--- src/logic/dprc_consts.vh ---
`ifndef DPRC_CONSTS_VH
`define DPRC_CONSTS_VH

// ----------------------------------------------------------------
// Register byte offsets
// ----------------------------------------------------------------
`define DPRC_CFG_OFS 8'h00
`define DPRC_TFILT_OFS 8'h04
`define DPRC_RIDE_OFS 8'h08
`define DPRC_MINOFF_OFS 8'h0c
`define DPRC_RAMP_OFS 8'h10
`define DPRC_UVLVL_OFS 8'h14
`define DPRC_CMD_OFS 8'h18
`define DPRC_STATUS_OFS 8'h1c
`define DPRC_TEMP_OFS 8'h20
`define DPRC_IRQ_STAT_OFS 8'h24
`define DPRC_IRQ_CLR_OFS 8'h28
`define DPRC_IRQ_EN_OFS 8'h2c

// ----------------------------------------------------------------
// Configuration word fields
// ----------------------------------------------------------------
`define DPRC_ALM_ACT_LSB 0
`define DPRC_FLT_ACT_LSB 2
`define DPRC_AI2_LSB 4
`define DPRC_REV_LSB 9
`define DPRC_PLM_LSB 11
`define DPRC_HV_BIT 13
`define DPRC_ENC_BIT 14
`define DPRC_CFG_MASK 16'h7fff
`define DPRC_CMD_FLT_RST_BIT 0

// ----------------------------------------------------------------
// Reset values and ranges (filter in 10 ms units, UV level in volts, others 0.1 s)
// ----------------------------------------------------------------
`define DPRC_CFG_RST 16'h01f7
`define DPRC_TFILT_RST 16'h0014
`define DPRC_RIDE_RST 16'h0001
`define DPRC_MINOFF_RST 16'h0001
`define DPRC_RAMP_RST 16'h0003
`define DPRC_UVLVL_RST 16'h0096
`define DPRC_TFILT_MAX 16'h03e8
`define DPRC_RIDE_MAX 16'h0014
`define DPRC_MINOFF_MIN 16'h0001
`define DPRC_MINOFF_MAX 16'h0032
`define DPRC_RAMP_MAX 16'h0032
`define DPRC_UVLVL_MIN 16'h0096
`define DPRC_UVLVL_MAX 16'h00d2

// ----------------------------------------------------------------
// Codes
// ----------------------------------------------------------------
`define DPRC_AI2_MOTOR_TEMP 5'h0e
`define DPRC_STOP_DECEL 2'h0
`define DPRC_STOP_COAST 2'h1
`define DPRC_ALM_CONTINUE 2'h3
`define DPRC_PLM_OFF 2'h0
`define DPRC_PLM_TIMED 2'h1
`define DPRC_PLM_BACKED 2'h2
`define DPRC_ERR_NONE 2'h0
`define DPRC_ERR_OH_ALARM 2'h1
`define DPRC_ERR_OH_FAULT 2'h2
`define DPRC_ERR_UV 2'h3

// ----------------------------------------------------------------
// Timing and analog scaling
// ----------------------------------------------------------------
`define DPRC_CLK_HZ 20000000
`define DPRC_TICK_US 1000
`define DPRC_TICK_CYC (`DPRC_CLK_HZ / 1000000 * `DPRC_TICK_US)
`define DPRC_LOSS_MS 15
`define DPRC_MS_PER_UNIT 16'd100
`define DPRC_ADC_FS_MV 10000
`define DPRC_ALARM_MV 1170
`define DPRC_FAULT_MV 2340
`define DPRC_ALARM_CODE (`DPRC_ALARM_MV * 4096 / `DPRC_ADC_FS_MV)
`define DPRC_FAULT_CODE (`DPRC_FAULT_MV * 4096 / `DPRC_ADC_FS_MV)
`define DPRC_RAMP_FULL 10'h3ff

`endif

--- src/logic/dprc_top.v ---
// What this block does
// Alarm shows its code, then stops or runs per its action.
// Fault shows its code and stops by its action method.
// Overheat sensing only when input two is motor temp.
// Reverse inhibit 1 ignores reverse runs; 0 allows them.
// Inhibit 2 swaps phases; swap variant only, no encoder.
// Mode 1 restarts within ride-through, else UV fault.
// Mode 2 restarts with control power held, no UV fault.
// Mode 0 faults on a loss over 15 ms while running.
// Ride-through is 0 to 2.0 s, default 0.1 s.
// Switching stays off 0.1 to 5.0 s before restart.
// After search, voltage ramps 0 to full in ramp time.
// UV level is 150 to 210 V, doubled for high class.
// Fault outputs are held off in power loss recovery.
// Alarm above 1.17 V; decel, coast, emergency, flash.
// Fault above 2.34 V; decel, coast (default), emergency.
// Temperature is filtered, time constant 0.20 s default.
// Filter is first-order low-pass; thresholds use it.
//
// The address map and the AXI4-Lite register port are this design's own decisions.
`timescale 1ns/1ns
`include "dprc_consts.vh"
module dprc_top #(
  parameter TICK_CYC = `DPRC_TICK_CYC,
  parameter SWAP_VARIANT = 1
) (
  // Clock and reset
  input wire CLK_I,
  input wire RST_N_I,
  // AXI4-Lite write
  input wire [7:0] S_AXI_AWADDR_I,
  input wire S_AXI_AWVALID_I,
  output reg S_AXI_AWREADY_O,
  input wire [31:0] S_AXI_WDATA_I,
  input wire [3:0] S_AXI_WSTRB_I,
  input wire S_AXI_WVALID_I,
  output reg S_AXI_WREADY_O,
  output reg [1:0] S_AXI_BRESP_O,
  output reg S_AXI_BVALID_O,
  input wire S_AXI_BREADY_I,
  // AXI4-Lite read
  input wire [7:0] S_AXI_ARADDR_I,
  input wire S_AXI_ARVALID_I,
  output reg S_AXI_ARREADY_O,
  output reg [31:0] S_AXI_RDATA_O,
  output reg [1:0] S_AXI_RRESP_O,
  output reg S_AXI_RVALID_O,
  input wire S_AXI_RREADY_I,
  // Sensed values, same clock
  input wire [11:0] TEMP_CODE_I,
  input wire [9:0] BUS_VOLT_I,
  input wire SEARCH_DONE_I,
  // Pins
  input wire RUN_FWD_I,
  input wire RUN_REV_I,
  input wire CTRL_PWR_OK_I,
  // Drive control
  output reg RUN_O,
  output reg REV_O,
  output reg PHASE_SWAP_O,
  output reg SWITCH_OFF_O,
  output reg [1:0] STOP_MODE_O,
  output reg [9:0] VOLT_SCALE_O,
  output reg SEARCH_REQ_O,
  // Indication
  output reg ALARM_O,
  output reg ALARM_FLASH_O,
  output reg FAULT_O,
  output reg [1:0] ERR_CODE_O,
  output reg IRQ_O
);
  localparam ST_NORM = 3'd0;
  localparam ST_LOSS = 3'd1;
  localparam ST_OFF = 3'd2;
  localparam ST_SRCH = 3'd3;
  localparam ST_RAMP = 3'd4;
  localparam ST_TRIP = 3'd5;

  function [15:0] clampf;
    input [15:0] v;
    input [15:0] lo;
    input [15:0] hi;
    begin
      clampf = (v < lo) ? lo : ((v > hi) ? hi : v);
    end
  endfunction

  function [15:0] mergef;
    input [15:0] old;
    input [31:0] d;
    input [3:0] s;
    begin
      mergef = {s[1] ? d[15:8] : old[15:8], s[0] ? d[7:0] : old[7:0]};
    end
  endfunction

  // ----------------------------------------------------------------
  // Pin synchronisers
  // ----------------------------------------------------------------
  reg [2:0] s1_q;
  reg [2:0] s2_q;
  reg [2:0] s3_q;
  reg [2:0] pin_q;
  always @(posedge CLK_I) begin
    if (!RST_N_I) begin
      s1_q <= 3'h0;
      s2_q <= 3'h0;
      s3_q <= 3'h0;
      pin_q <= 3'h0;
    end else begin
      s1_q <= {CTRL_PWR_OK_I, RUN_REV_I, RUN_FWD_I};
      s2_q <= s1_q;
      s3_q <= s2_q;
      // A change counts only once two stages agree
      pin_q <= (s2_q & s3_q) | (pin_q & (s2_q ^ s3_q));
    end
  end
  wire fwd = pin_q[0];
  wire rev = pin_q[1];
  wire ctrl_ok = pin_q[2];

  // ----------------------------------------------------------------
  // Registers
  // ----------------------------------------------------------------
  reg [15:0] cfg_q;
  reg [15:0] tfilt_q;
  reg [15:0] ride_q;
  reg [15:0] minoff_q;
  reg [15:0] ramp_q;
  reg [15:0] uvlvl_q;
  reg [4:0] irq_stat_q;
  reg [4:0] irq_en_q;
  reg [7:0] awaddr_q;
  reg [31:0] wdata_q;
  reg [3:0] wstrb_q;
  reg aw_have_q;
  reg w_have_q;
  reg flt_rst_q;
  reg [4:0] irq_clr_q;
  wire [1:0] alm_act = cfg_q[`DPRC_ALM_ACT_LSB +: 2];
  wire [1:0] flt_act = cfg_q[`DPRC_FLT_ACT_LSB +: 2];
  wire [4:0] ai2_sel = cfg_q[`DPRC_AI2_LSB +: 5];
  wire [1:0] rev_sel = cfg_q[`DPRC_REV_LSB +: 2];
  wire [1:0] plm = cfg_q[`DPRC_PLM_LSB +: 2];
  wire wr_go = aw_have_q & w_have_q & ~S_AXI_BVALID_O;
  wire [15:0] wv_cfg = mergef(cfg_q, wdata_q, wstrb_q) & `DPRC_CFG_MASK;

  always @(posedge CLK_I) begin
    if (!RST_N_I) begin
      S_AXI_AWREADY_O <= 1'b1;
      S_AXI_WREADY_O <= 1'b1;
      S_AXI_BVALID_O <= 1'b0;
      S_AXI_BRESP_O <= 2'h0;
      aw_have_q <= 1'b0;
      w_have_q <= 1'b0;
      awaddr_q <= 8'h00;
      wdata_q <= 32'h00000000;
      wstrb_q <= 4'h0;
      cfg_q <= `DPRC_CFG_RST;
      tfilt_q <= `DPRC_TFILT_RST;
      ride_q <= `DPRC_RIDE_RST;
      minoff_q <= `DPRC_MINOFF_RST;
      ramp_q <= `DPRC_RAMP_RST;
      uvlvl_q <= `DPRC_UVLVL_RST;
      irq_en_q <= 5'h00;
      flt_rst_q <= 1'b0;
      irq_clr_q <= 5'h00;
    end else begin
      flt_rst_q <= 1'b0;
      irq_clr_q <= 5'h00;
      if (S_AXI_AWVALID_I && S_AXI_AWREADY_O) begin
        awaddr_q <= S_AXI_AWADDR_I;
        aw_have_q <= 1'b1;
        S_AXI_AWREADY_O <= 1'b0;
      end
      if (S_AXI_WVALID_I && S_AXI_WREADY_O) begin
        wdata_q <= S_AXI_WDATA_I;
        wstrb_q <= S_AXI_WSTRB_I;
        w_have_q <= 1'b1;
        S_AXI_WREADY_O <= 1'b0;
      end
      if (wr_go) begin
        aw_have_q <= 1'b0;
        w_have_q <= 1'b0;
        S_AXI_BVALID_O <= 1'b1;
        S_AXI_BRESP_O <= 2'h0;
        case ({awaddr_q[7:2], 2'b00})
          `DPRC_CFG_OFS: begin
            // Fault action 3 is not a method; keep coast
            cfg_q <= (wv_cfg[`DPRC_FLT_ACT_LSB +: 2] == 2'h3) ?
                     (wv_cfg & 16'hfff3) | 16'h0004 : wv_cfg;
          end
          `DPRC_TFILT_OFS: tfilt_q <= clampf(mergef(tfilt_q, wdata_q,
            wstrb_q), 16'h0000, `DPRC_TFILT_MAX);
          `DPRC_RIDE_OFS: ride_q <= clampf(mergef(ride_q, wdata_q,
            wstrb_q), 16'h0000, `DPRC_RIDE_MAX);
          `DPRC_MINOFF_OFS: minoff_q <= clampf(mergef(minoff_q, wdata_q,
            wstrb_q), `DPRC_MINOFF_MIN, `DPRC_MINOFF_MAX);
          `DPRC_RAMP_OFS: ramp_q <= clampf(mergef(ramp_q, wdata_q,
            wstrb_q), 16'h0000, `DPRC_RAMP_MAX);
          `DPRC_UVLVL_OFS: uvlvl_q <= clampf(mergef(uvlvl_q, wdata_q,
            wstrb_q), `DPRC_UVLVL_MIN, `DPRC_UVLVL_MAX);
          `DPRC_CMD_OFS: flt_rst_q <= wstrb_q[0] &
            wdata_q[`DPRC_CMD_FLT_RST_BIT];
          `DPRC_IRQ_CLR_OFS: irq_clr_q <= wstrb_q[0] ? wdata_q[4:0] : 5'h00;
          `DPRC_IRQ_EN_OFS: irq_en_q <= wstrb_q[0] ? wdata_q[4:0] : irq_en_q;
          `DPRC_STATUS_OFS, `DPRC_TEMP_OFS, `DPRC_IRQ_STAT_OFS: ;
          default: S_AXI_BRESP_O <= 2'h2;
        endcase
      end
      if (S_AXI_BVALID_O && S_AXI_BREADY_I) begin
        S_AXI_BVALID_O <= 1'b0;
        S_AXI_AWREADY_O <= 1'b1;
        S_AXI_WREADY_O <= 1'b1;
      end
    end
  end

  // ----------------------------------------------------------------
  // Time base and temperature path
  // ----------------------------------------------------------------
  reg [23:0] tick_cnt_q;
  reg tick_q;
  always @(posedge CLK_I) begin
    if (!RST_N_I) begin
      tick_cnt_q <= 24'h000000;
      tick_q <= 1'b0;
    end else begin
      tick_q <= (tick_cnt_q == TICK_CYC[23:0] - 24'h000001);
      if (tick_cnt_q == TICK_CYC[23:0] - 24'h000001)
        tick_cnt_q <= 24'h000000;
      else
        tick_cnt_q <= tick_cnt_q + 24'h000001;
    end
  end

  wire [11:0] temp_filt;
  dprc_temp_filter #(.W(12)) u_filt (
    .CLK_I(CLK_I),
    .RST_N_I(RST_N_I),
    .tick_i(tick_q),
    .tau_i(tfilt_q),
    .x_i(TEMP_CODE_I),
    .y_o(temp_filt)
  );

  wire oh_en = (ai2_sel == `DPRC_AI2_MOTOR_TEMP);
  wire alarm_c = oh_en & (temp_filt > `DPRC_ALARM_CODE);
  wire fault_c = oh_en & (temp_filt > `DPRC_FAULT_CODE);

  // ----------------------------------------------------------------
  // Run command and power loss sequencing
  // ----------------------------------------------------------------
  wire swap_ok = (rev_sel == 2'h2) & (SWAP_VARIANT != 0) &
                 ~cfg_q[`DPRC_ENC_BIT];
  wire rev_ok = rev & ~fwd & (rev_sel != 2'h1);
  wire run_req = (fwd & ~rev) | rev_ok;
  wire [10:0] uv_thr = {1'b0, uvlvl_q[9:0]} << cfg_q[`DPRC_HV_BIT];
  wire uv = {1'b0, BUS_VOLT_I} < uv_thr;

  reg [2:0] st_q;
  reg [15:0] off_ms_q;
  reg [15:0] ramp_acc_q;
  reg [9:0] scale_q;
  reg oh_fault_q;
  reg uv_fault_q;
  reg alarm_stop_q;
  reg alarm_d1_q;
  wire [15:0] ride_ms = ride_q * `DPRC_MS_PER_UNIT;
  wire [15:0] minoff_ms = minoff_q * `DPRC_MS_PER_UNIT;
  wire [15:0] ramp_ms = ramp_q * `DPRC_MS_PER_UNIT;
  wire [15:0] ramp_acc_n = ramp_acc_q + (tick_q ? 16'h0400 : 16'h0000);
  wire recov = (st_q == ST_LOSS) | (st_q == ST_OFF) | (st_q == ST_SRCH) |
               (st_q == ST_RAMP);
  wire stop_c = oh_fault_q | uv_fault_q | alarm_stop_q;
  wire drive_on = run_req & ~stop_c & (st_q == ST_NORM | st_q == ST_RAMP);
  wire loss_in = (st_q == ST_NORM) & RUN_O & uv & (plm != `DPRC_PLM_OFF);
  wire uv_trip = ((st_q == ST_NORM) & RUN_O & uv & (plm == `DPRC_PLM_OFF) &
                 (off_ms_q > `DPRC_LOSS_MS)) |
                 ((st_q == ST_LOSS) & (plm == `DPRC_PLM_TIMED) & uv &
                 (off_ms_q > ride_ms));
  wire restart_done = (st_q == ST_RAMP) & (scale_q == `DPRC_RAMP_FULL);

  always @(posedge CLK_I) begin
    if (!RST_N_I) begin
      st_q <= ST_NORM;
      off_ms_q <= 16'h0000;
      ramp_acc_q <= 16'h0000;
      scale_q <= `DPRC_RAMP_FULL;
      uv_fault_q <= 1'b0;
    end else begin
      if (tick_q && off_ms_q != 16'hffff)
        off_ms_q <= off_ms_q + 16'h0001;
      case (st_q)
        ST_NORM: begin
          if (!(RUN_O && uv))
            off_ms_q <= 16'h0000;
          if (uv_trip) begin
            st_q <= ST_TRIP;
            uv_fault_q <= 1'b1;
          end else if (loss_in) begin
            st_q <= ST_LOSS;
            off_ms_q <= 16'h0000;
          end
        end
        ST_LOSS: begin
          if (!run_req || (plm == `DPRC_PLM_BACKED && !ctrl_ok))
            st_q <= ST_NORM;
          else if (uv_trip) begin
            st_q <= ST_TRIP;
            uv_fault_q <= 1'b1;
          end else if (!uv)
            st_q <= ST_OFF;
        end
        ST_OFF: begin
          if (!run_req)
            st_q <= ST_NORM;
          else if (uv)
            st_q <= ST_LOSS;
          else if (off_ms_q >= minoff_ms)
            st_q <= ST_SRCH;
        end
        ST_SRCH: begin
          ramp_acc_q <= 16'h0000;
          scale_q <= 10'h000;
          if (!run_req)
            st_q <= ST_NORM;
          else if (SEARCH_DONE_I)
            st_q <= ST_RAMP;
        end
        ST_RAMP: begin
          // Carry keeps the slope exact
          if (ramp_acc_n >= ramp_ms) begin
            ramp_acc_q <= ramp_acc_n - ramp_ms;
            scale_q <= scale_q + 10'h001;
          end else begin
            ramp_acc_q <= ramp_acc_n;
          end
          if (!run_req || restart_done) begin
            st_q <= ST_NORM;
            scale_q <= `DPRC_RAMP_FULL;
          end
        end
        ST_TRIP: begin
          if (flt_rst_q && !uv) begin
            st_q <= ST_NORM;
            uv_fault_q <= 1'b0;
          end
        end
        default: st_q <= ST_NORM;
      endcase
    end
  end

  // ----------------------------------------------------------------
  // Overheat latches and outputs
  // ----------------------------------------------------------------
  wire [4:0] ev = {restart_done, uv_trip, loss_in,
                   fault_c & ~oh_fault_q, alarm_c & ~alarm_d1_q};
  always @(posedge CLK_I) begin
    if (!RST_N_I) begin
      oh_fault_q <= 1'b0;
      alarm_stop_q <= 1'b0;
      alarm_d1_q <= 1'b0;
      irq_stat_q <= 5'h00;
      IRQ_O <= 1'b0;
      RUN_O <= 1'b0;
      REV_O <= 1'b0;
      PHASE_SWAP_O <= 1'b0;
      SWITCH_OFF_O <= 1'b1;
      STOP_MODE_O <= `DPRC_STOP_DECEL;
      VOLT_SCALE_O <= `DPRC_RAMP_FULL;
      SEARCH_REQ_O <= 1'b0;
      ALARM_O <= 1'b0;
      ALARM_FLASH_O <= 1'b0;
      FAULT_O <= 1'b0;
      ERR_CODE_O <= `DPRC_ERR_NONE;
    end else begin
      alarm_d1_q <= alarm_c;
      // Set wins over a clear in the same cycle
      oh_fault_q <= fault_c | (oh_fault_q & ~flt_rst_q);
      alarm_stop_q <= (alarm_c & (alm_act != `DPRC_ALM_CONTINUE) & RUN_O) |
                      (alarm_stop_q & (run_req | alarm_c));
      irq_stat_q <= ev | (irq_stat_q & ~irq_clr_q);
      IRQ_O <= |(irq_stat_q & irq_en_q);
      RUN_O <= drive_on;
      REV_O <= rev_ok;
      PHASE_SWAP_O <= swap_ok;
      SWITCH_OFF_O <= ~drive_on;
      if (oh_fault_q)
        STOP_MODE_O <= flt_act;
      else if (alarm_stop_q)
        STOP_MODE_O <= alm_act;
      else if (uv_fault_q)
        STOP_MODE_O <= `DPRC_STOP_COAST;
      else
        STOP_MODE_O <= `DPRC_STOP_DECEL;
      VOLT_SCALE_O <= scale_q;
      SEARCH_REQ_O <= (st_q == ST_SRCH);
      ALARM_O <= alarm_c & ~recov;
      ALARM_FLASH_O <= alarm_c & (alm_act == `DPRC_ALM_CONTINUE);
      FAULT_O <= (oh_fault_q | uv_fault_q) & ~recov;
      if (recov)
        ERR_CODE_O <= `DPRC_ERR_NONE;
      else if (uv_fault_q)
        ERR_CODE_O <= `DPRC_ERR_UV;
      else if (oh_fault_q)
        ERR_CODE_O <= `DPRC_ERR_OH_FAULT;
      else if (alarm_c)
        ERR_CODE_O <= `DPRC_ERR_OH_ALARM;
      else
        ERR_CODE_O <= `DPRC_ERR_NONE;
    end
  end

  // ----------------------------------------------------------------
  // Read channel
  // ----------------------------------------------------------------
  always @(posedge CLK_I) begin
    if (!RST_N_I) begin
      S_AXI_ARREADY_O <= 1'b1;
      S_AXI_RVALID_O <= 1'b0;
      S_AXI_RDATA_O <= 32'h00000000;
      S_AXI_RRESP_O <= 2'h0;
    end else if (S_AXI_ARVALID_I && S_AXI_ARREADY_O) begin
      S_AXI_ARREADY_O <= 1'b0;
      S_AXI_RVALID_O <= 1'b1;
      S_AXI_RRESP_O <= 2'h0;
      case ({S_AXI_ARADDR_I[7:2], 2'b00})
        `DPRC_CFG_OFS: S_AXI_RDATA_O <= {16'h0000, cfg_q};
        `DPRC_TFILT_OFS: S_AXI_RDATA_O <= {16'h0000, tfilt_q};
        `DPRC_RIDE_OFS: S_AXI_RDATA_O <= {16'h0000, ride_q};
        `DPRC_MINOFF_OFS: S_AXI_RDATA_O <= {16'h0000, minoff_q};
        `DPRC_RAMP_OFS: S_AXI_RDATA_O <= {16'h0000, ramp_q};
        `DPRC_UVLVL_OFS: S_AXI_RDATA_O <= {16'h0000, uvlvl_q};
        `DPRC_STATUS_OFS: S_AXI_RDATA_O <= {20'h00000, st_q, ctrl_ok, uv,
          uv_fault_q, oh_fault_q, alarm_c, SWITCH_OFF_O, PHASE_SWAP_O,
          REV_O, RUN_O};
        `DPRC_TEMP_OFS: S_AXI_RDATA_O <= {20'h00000, temp_filt};
        `DPRC_IRQ_STAT_OFS: S_AXI_RDATA_O <= {27'h0000000, irq_stat_q};
        `DPRC_IRQ_EN_OFS: S_AXI_RDATA_O <= {27'h0000000, irq_en_q};
        `DPRC_CMD_OFS, `DPRC_IRQ_CLR_OFS: S_AXI_RDATA_O <= 32'h00000000;
        default: begin
          S_AXI_RDATA_O <= 32'h00000000;
          S_AXI_RRESP_O <= 2'h2;
        end
      endcase
    end else if (S_AXI_RVALID_O && S_AXI_RREADY_I) begin
      S_AXI_RVALID_O <= 1'b0;
      S_AXI_ARREADY_O <= 1'b1;
    end
  end
endmodule

--- src/logic/dprc_temp_filter.v ---
`timescale 1ns/1ns
module dprc_temp_filter #(
  parameter W = 12
) (
  // Clock and reset
  input wire CLK_I,
  input wire RST_N_I,
  // Control
  input wire tick_i,
  input wire [15:0] tau_i,
  // Data
  input wire [W-1:0] x_i,
  output wire [W-1:0] y_o
);
  // ----------------------------------------------------------------
  // First-order low-pass, gain 1/16 per step
  // ----------------------------------------------------------------
  // 16 steps span tau; the tick remainder carries over
  reg [W+3:0] y_q;
  reg [19:0] acc_q;
  wire [19:0] tau_ms = tau_i * 20'd10;
  wire [19:0] acc_n = acc_q + 20'd16;
  wire signed [W+5:0] diff = $signed({2'b00, x_i, 4'h0}) -
                              $signed({2'b00, y_q});

  assign y_o = y_q[W+3:4];

  always @(posedge CLK_I) begin
    if (!RST_N_I) begin
      y_q <= {(W+4){1'b0}};
      acc_q <= 20'h00000;
    end else if (tau_i == 16'h0000) begin
      y_q <= {x_i, 4'h0};
      acc_q <= 20'h00000;
    end else if (tick_i) begin
      if (acc_n >= tau_ms) begin
        acc_q <= acc_n - tau_ms;
        y_q <= y_q + {{4{diff[W+5]}}, diff[W+3:4]};
      end else begin
        acc_q <= acc_n;
      end
    end
  end
endmodule

--- config.mk ---
export PLATFORM = sky130hd
export DESIGN_NAME = dprc_top
export DESIGN_NICKNAME = d
export VERILOG_FILES = /design/src/logic/dprc_top.v /design/src/logic/dprc_temp_filter.v
export VERILOG_INCLUDE_DIRS = /design/src /design/src/logic
export SDC_FILE = /design/constraint.sdc
export NUM_CORES = 1
export LEC_CHECK = 0
export ABC_AREA = 1
export CORE_MARGIN = 5
export CORE_UTILIZATION = 60
export CTS_BUF_LIST = sky130_fd_sc_hd__clkbuf_16
export CTS_CLUSTER_DIAMETER = 120
export CTS_CLUSTER_SIZE = 30
export DETAILED_ROUTE_END_ITERATION = 12
export DONT_BUFFER_PORTS = 1
export PLACE_DENSITY_LB_ADDON = 0.25
export SETUP_SLACK_MARGIN = 0.4
export SYNTH_ARGS = -nofsm -noshare
export SYNTH_HDL_FRONTEND = slang
export SYNTH_SLANG_ARGS = --single-unit
--- constraint.sdc ---
create_clock -name CLK_I -period 9 [get_ports CLK_I]
set_input_delay 0.9 -clock CLK_I [delete_from_list [all_inputs] [get_ports CLK_I]]
set_output_delay 0.9 -clock CLK_I [all_outputs]
set_load 0.05 [all_outputs]
======== Word level (Yosys, flattened, before mapping) ========
Cells that the tools add are included.
word-level totals
  input bits .............................. 85
  output and inout port bits .............. 64
  bits in registers ....................... 325
  logic and storage cells ................. 304
operators by class
  shift-type cells ........................ 1
  bitwise operators ....................... 59
  multipliers ............................. 4
  reductions and logical operators ........ 47
  add/sub/neg operators ................... 9
  $lt $le $gt $ge ......................... 18
  mux-type cells .......................... 68
  equality and inequality tests ........... 46
operators by type and width
  kind                   count
  $mux 16                19
  $pmux 16 s10           1
  $mux 8                 11
  $lt 16x1->1 const B    4
  $eq 6x3->1 const B     8
  $eq 6x4->1 const B     8
  $mul 16x5->14 const B  3
  $mux 3                 12
  $ge 16x16->1           2
  $gt 16x6->1 const B    2
  $pmux 16 s2            1
  $and 1x1->1            29
  $add 24x1->24 const B  1
  $eq 24x15->1 const B   1
  $eq 6x2->1 const B     4
  $reduce_or 12->1       2
  $add 20x5->20 const B  1
  $ge 20x20->1           1
  $mux 10                2
  $mux 20                1
  $pmux 10 s2            1
  $sub 20x20->20         1
  $mul 16x3->19 const B  1
  $pmux 3 s6             1
  other kinds (59)       135

======== Longest topological paths before layout ========
  depth after elaboration ................. 9
  gate-level depth with buffers ........... 29
  depth with buffers taken out ............ 29

======== By module ========
A second synthesis with hierarchy kept.
unflattened totals
  cells, all modules ...................... 3230
  area total of the unflattened synthesis .. 22183.8 µm²
by module, submodules not included
  module            area an instance (µm²)  times used  cells an instance
  dprc_top          16620.9                 1           2304
  dprc_temp_filter  5562.8                  1           926

======== Worst setup path after synthesis ========
No wires, ideal clock.
  path kind ............................... reg-to-reg
  from .................................... register ride_q[3]
  to ...................................... register off_ms_q[11]
  clock period less this slack ............ 4.115 ns
  library setup time ...................... 0.117 ns
  setup slack ............................. 4.885 ns
  cell stages (with the launch flop) ...... 28
  arrival ................................. 3.998 ns
  required time ........................... 8.883 ns
  path through ............................ dfxtp_1 -> ha_1 -> ha_1 -> inv_1 -> fa_1 -> inv_1 -> ha_1 -> nand2_1 -> o21ai_0 -> a21oi_1 -> o21bai_1 -> nand2_1 -> nand2_1 -> a21oi_1 -> xor2_1 -> ha_1 -> nand2_1 -> nor2_1 -> nand2_1 -> nor2_1 -> a21oi_1 -> nand2_1 -> nand2_1 -> o21ai_1 -> nand2_1 -> nand2_2 -> buf_6 -> nor2_1
between the ends
  word-level cells in the longest chain between the ends .. 6
RTL lines
  element                  line            RTL
  from (decl)              dprc_top.v:127  reg [15:0] ride_q;
  from (signal assigned)   dprc_top.v:161  ride_q <= `DPRC_RIDE_RST;
  from (signal assigned)   dprc_top.v:195  `DPRC_RIDE_OFS: ride_q <= clampf(mergef(ride_q, wdata_q,
  $mul 16x5->14 (no line)  n/a
  $gt 16x16->1             dprc_top.v:281  (off_ms_q > ride_ms));
  $and 1x1->1              dprc_top.v:280  ((st_q == ST_LOSS) & (plm == `DPRC_PLM_TIMED) & uv &
  $or 1x1->1               dprc_top.v:278  wire uv_trip = ((st_q == ST_NORM) & RUN_O & uv & (plm == `DPRC_PLM_OFF) &
  $mux 16                  dprc_top.v:298  if (uv_trip) begin
  $mux 16                  dprc_top.v:294  case (st_q)
  to (signal assigned)     dprc_top.v:293  off_ms_q <= off_ms_q + 16'h0001;
  to (decl)                dprc_top.v:262  reg [15:0] off_ms_q;
No other way between the ends.
A chain may end at the register's enable or synchronous reset.

======== Worst setup path in the final report ========
  from .................................... register ride_q[5]
  to ...................................... register off_ms_q[5]
The elaborated chain is that of the path after synthesis.

==> metrics <==
status complete, no violations; I/O pin cnt between 100 and 150; row cnt between 60 and 70; Synth Flop Type dfxtp_1; die span in y approximately 200 µm; H-tree depth 1; CP required 9.41 ns; Die X between 150 and 200 µm; Slew @ Worst Pin approximately 1.3 ns; Final min period 5.337 ns; CTS tree done; Post-CTS Setup Bufs 0; Final nets about 3400; Worst setup SP type flop; antenna violations before repair 1; cts repair resizes 0; Detailed Place HPWL 50110 µm; Hold Crit Class flop to flop; yosys warns 0; FILL cells between 3000 and 4000; Worst R2R Setup Slack 3.66 ns; setup TNS 0 ns; combinational share of power 0.179; library cells used by synthesis just over 60; PortBufs 0; syn avg cell area between 6 and 7 µm²; Total Wirelength ~64000 µm; highest clock rate 0.1874 GHz; first-pass GRT wire length between 100000 and 150000 µm; Worst setup EP type flop; largest family of logic cells by synthesized area simple AND/OR/NAND/NOR gates; Max VDD drop just over 0.2 mV; Clock Pin Slew Worst Setup and Hold Paths roughly 0.12 ns; CP Max Fanout 15; Overflow after GRT 0; share of cells above drive strength 1 0.02443; clk_lat worst skew around 0.54 ns; Synth Register Bits just over 300; CP arrival 5.75 ns; routed len/inst around 18 µm; Remaining DRCs 0; Clk pwr share 0.278; post-route cell area around 22000 µm²; FFs w/ async S/R, synth 0; Slew Limit Fails 0; Post-Synth Simple-Gate Area 0.2379; placed cell area between 20000 and 25000 µm²; Mapped Area ~22000 µm²; final setup vio count 0; register area share after synthesis 0.2808; die area 39780 µm²; Cell Pwr Density 123.1 nW/µm²; Setup Skew ~0.036 ns; initial drt markers 1720; Compound-Gate Fraction of Synth Area 0.1650; kind of critical path flop to flop; cells after synthesis 3079; largest net degree at the start of global routing just over 100; Power Internal 1.820 mW; root buffer cell clkbuf_16; unrepaired setup endpoints after global routing false; sequential power share 0.543; XOR/XNOR Fraction of Synth Area 0.05433; Hold Fails Final Rpt 0; final worst slack 3.663 ns; area delta synth->final 2.789%; relative slew slack 0.1326; Vias 20550; post-route ant nets 0; Tcrit/Tclk final 0.5930; Tot GR Track Use 0.3139; maxcap violations 0; Psw 0.9055 mW; Inserted Diodes 0; EDFF count, synth 0; Switching Share 0.3322; clk buf depth 3; TritonRoute pass-1 iters 6; number of global-route vias before repair just under 20000; TritonCTS buffer count 14; initial core utilization 0.6069; routability cong. 1.030; clk sinks around 300; post-synthesis mux area share 0; Via-to-Cell Ratio 5.888; Core Box Area approximately 35000 µm²; post-synthesis adder-cell area fraction 0.1550; Place WS approximately 3.7 ns; hold_buf cts 0; P_leak 10.52 nW
synth_stat cells, drive strengths merged, types with 53 or more instances:
cell type / n / area (µm²)
nand2: 580 / 2207
inv: 480 / 1802
dfxtp: 302 / 6046
a21oi: 289 / 1454
nor2: 286 / 1104
ha: 222 / 2778
o21ai: 180 / 908.4
nand3: 144 / 740.7
nor3: 82 / 436.7
xor2: 76 / 665.6
xnor2: 55 / 481.7
nand4: 53 / 331.6
flip-flops by register name, summed over array words and instances (netlist names), 15 cells and up:
name and cells:
S_AXI_RDATA_O 16, cfg_q 15, minoff_q 16, off_ms_q 16, ramp_q 16, ride_q 16, tfilt_q 16, tick_cnt_q 24
u_filt.acc_q 19, u_filt.y_q 16, uvlvl_q 16, wdata_q 16
per-stage QoR:
stage	cells	util	hold WS, ns	total power, mW
floorplan	3096	-	0.3905	1.864
global placement	3471	0.6123	0.4010	1.974
detailed placement	3471	0.6123	0.4019	1.985
CTS	3490	0.6238	0.4233	2.727
global route	3490	0.6238	0.4187	2.848
finish	3490	0.6238	0.4196	2.725
cells in the final DEF, fill, tap and decap left out, types with 7 or more instances in the layout:
cell type	n
nor2_1	278
o31ai_1	14
xnor2_1	55
nor4_1	16
or2_2	13
a22oi_1	7
nand2_2	12
inv_1	476
clkinv_1	7
o21ai_0	175
clkbuf_16	14
ha_1	222
xor2_1	76
o21bai_1	9
dfxtp_1	302
conb_1	18
nand3_1	140
nand2_1	568
o21a_1	7
fa_1	28
a21o_1	14
nand4_1	53
o2111ai_1	11
a211oi_1	7
nor3_1	78
o211ai_1	28
o22ai_1	34
a21oi_1	287
cell type report:
cell class                      count  area (µm²)  share of cell area
Multi-Input combinational cell   2218       13250              0.5986
Sequential cell                   302        6046              0.2731
Inverter                          487        1831             0.08270
Tap cell                          461       576.8             0.02606
Clock buffer                       14       350.3             0.01583
Clock inverter                      5       57.56            0.002600
Timing Repair Buffer                3       22.52            0.001018
worst max-delay path, cell delays in order, from the launching register on:
cell and delay [ns]:
dfxtp_1 0.53, ha_1 0.30, ha_1 0.27, inv_1 0.05, fa_1 0.49, inv_1 0.04
ha_1 0.34, a21oi_1 0.16, o21ai_0 0.14, a21oi_1 0.22, nor2_1 0.08, o21ai_0 0.19
nand2_1 0.09, xnor2_1 0.14, ha_1 0.29, nand2_1 0.07, nand2_1 0.04, nand2_1 0.05
nand2_1 0.05, a21oi_1 0.21, a21oi_1 0.19, nand2_1 0.14, nand2_1 0.11, o21ai_1 0.50
nand2_1 0.13, nand2_2 0.28, nor2_1 0.09
power groups by stage:
stage / clock [mW] / sequential (mW) / combinational, mW
after floorplan: 0 / 1.49 / 0.376
after global placement: 0 / 1.51 / 0.466
after global routing: 0.822 / 1.49 / 0.540
after CTS: 0.770 / 1.48 / 0.479
after detailed placement: 0 / 1.51 / 0.477
final: 0.758 / 1.48 / 0.487
worst paths after layout:
path,startpoint,depth (start not counted),end
setup / recovery,ride_q[5],26,off_ms_q[5]
setup reg to reg,ride_q[5],26,off_ms_q[5]
hold / removal,cfg_q[14],1,PHASE_SWAP_O
hold reg to reg,cfg_q[14],1,PHASE_SWAP_O
per-layer routing:
| layer | share of wire | up-vias | routed length [µm] | global-route usage |
|---|---|---|---|---|
| met5 | 0.00020 | - | 13 | 0 |
| met4 | 0.037 | 2 | 2383 | 0.1067 |
| met3 | 0.089 | 145 | 5697 | 0.04974 |
| met2 | 0.44 | 850 | 28330 | 0.5029 |
| met1 | 0.43 | 9538 | 27460 | 0.4341 |
| li1 | - | 10010 | - | - |
logic make-up after synthesis:
family | count (synthesis)
xor+xnor | 132
flops | 302
fa+ha+maj | 250
other cells | 1
simple gates | 1190
compound gates | 628
buf+inv | 576
Power figures use the tool's default switching activity.
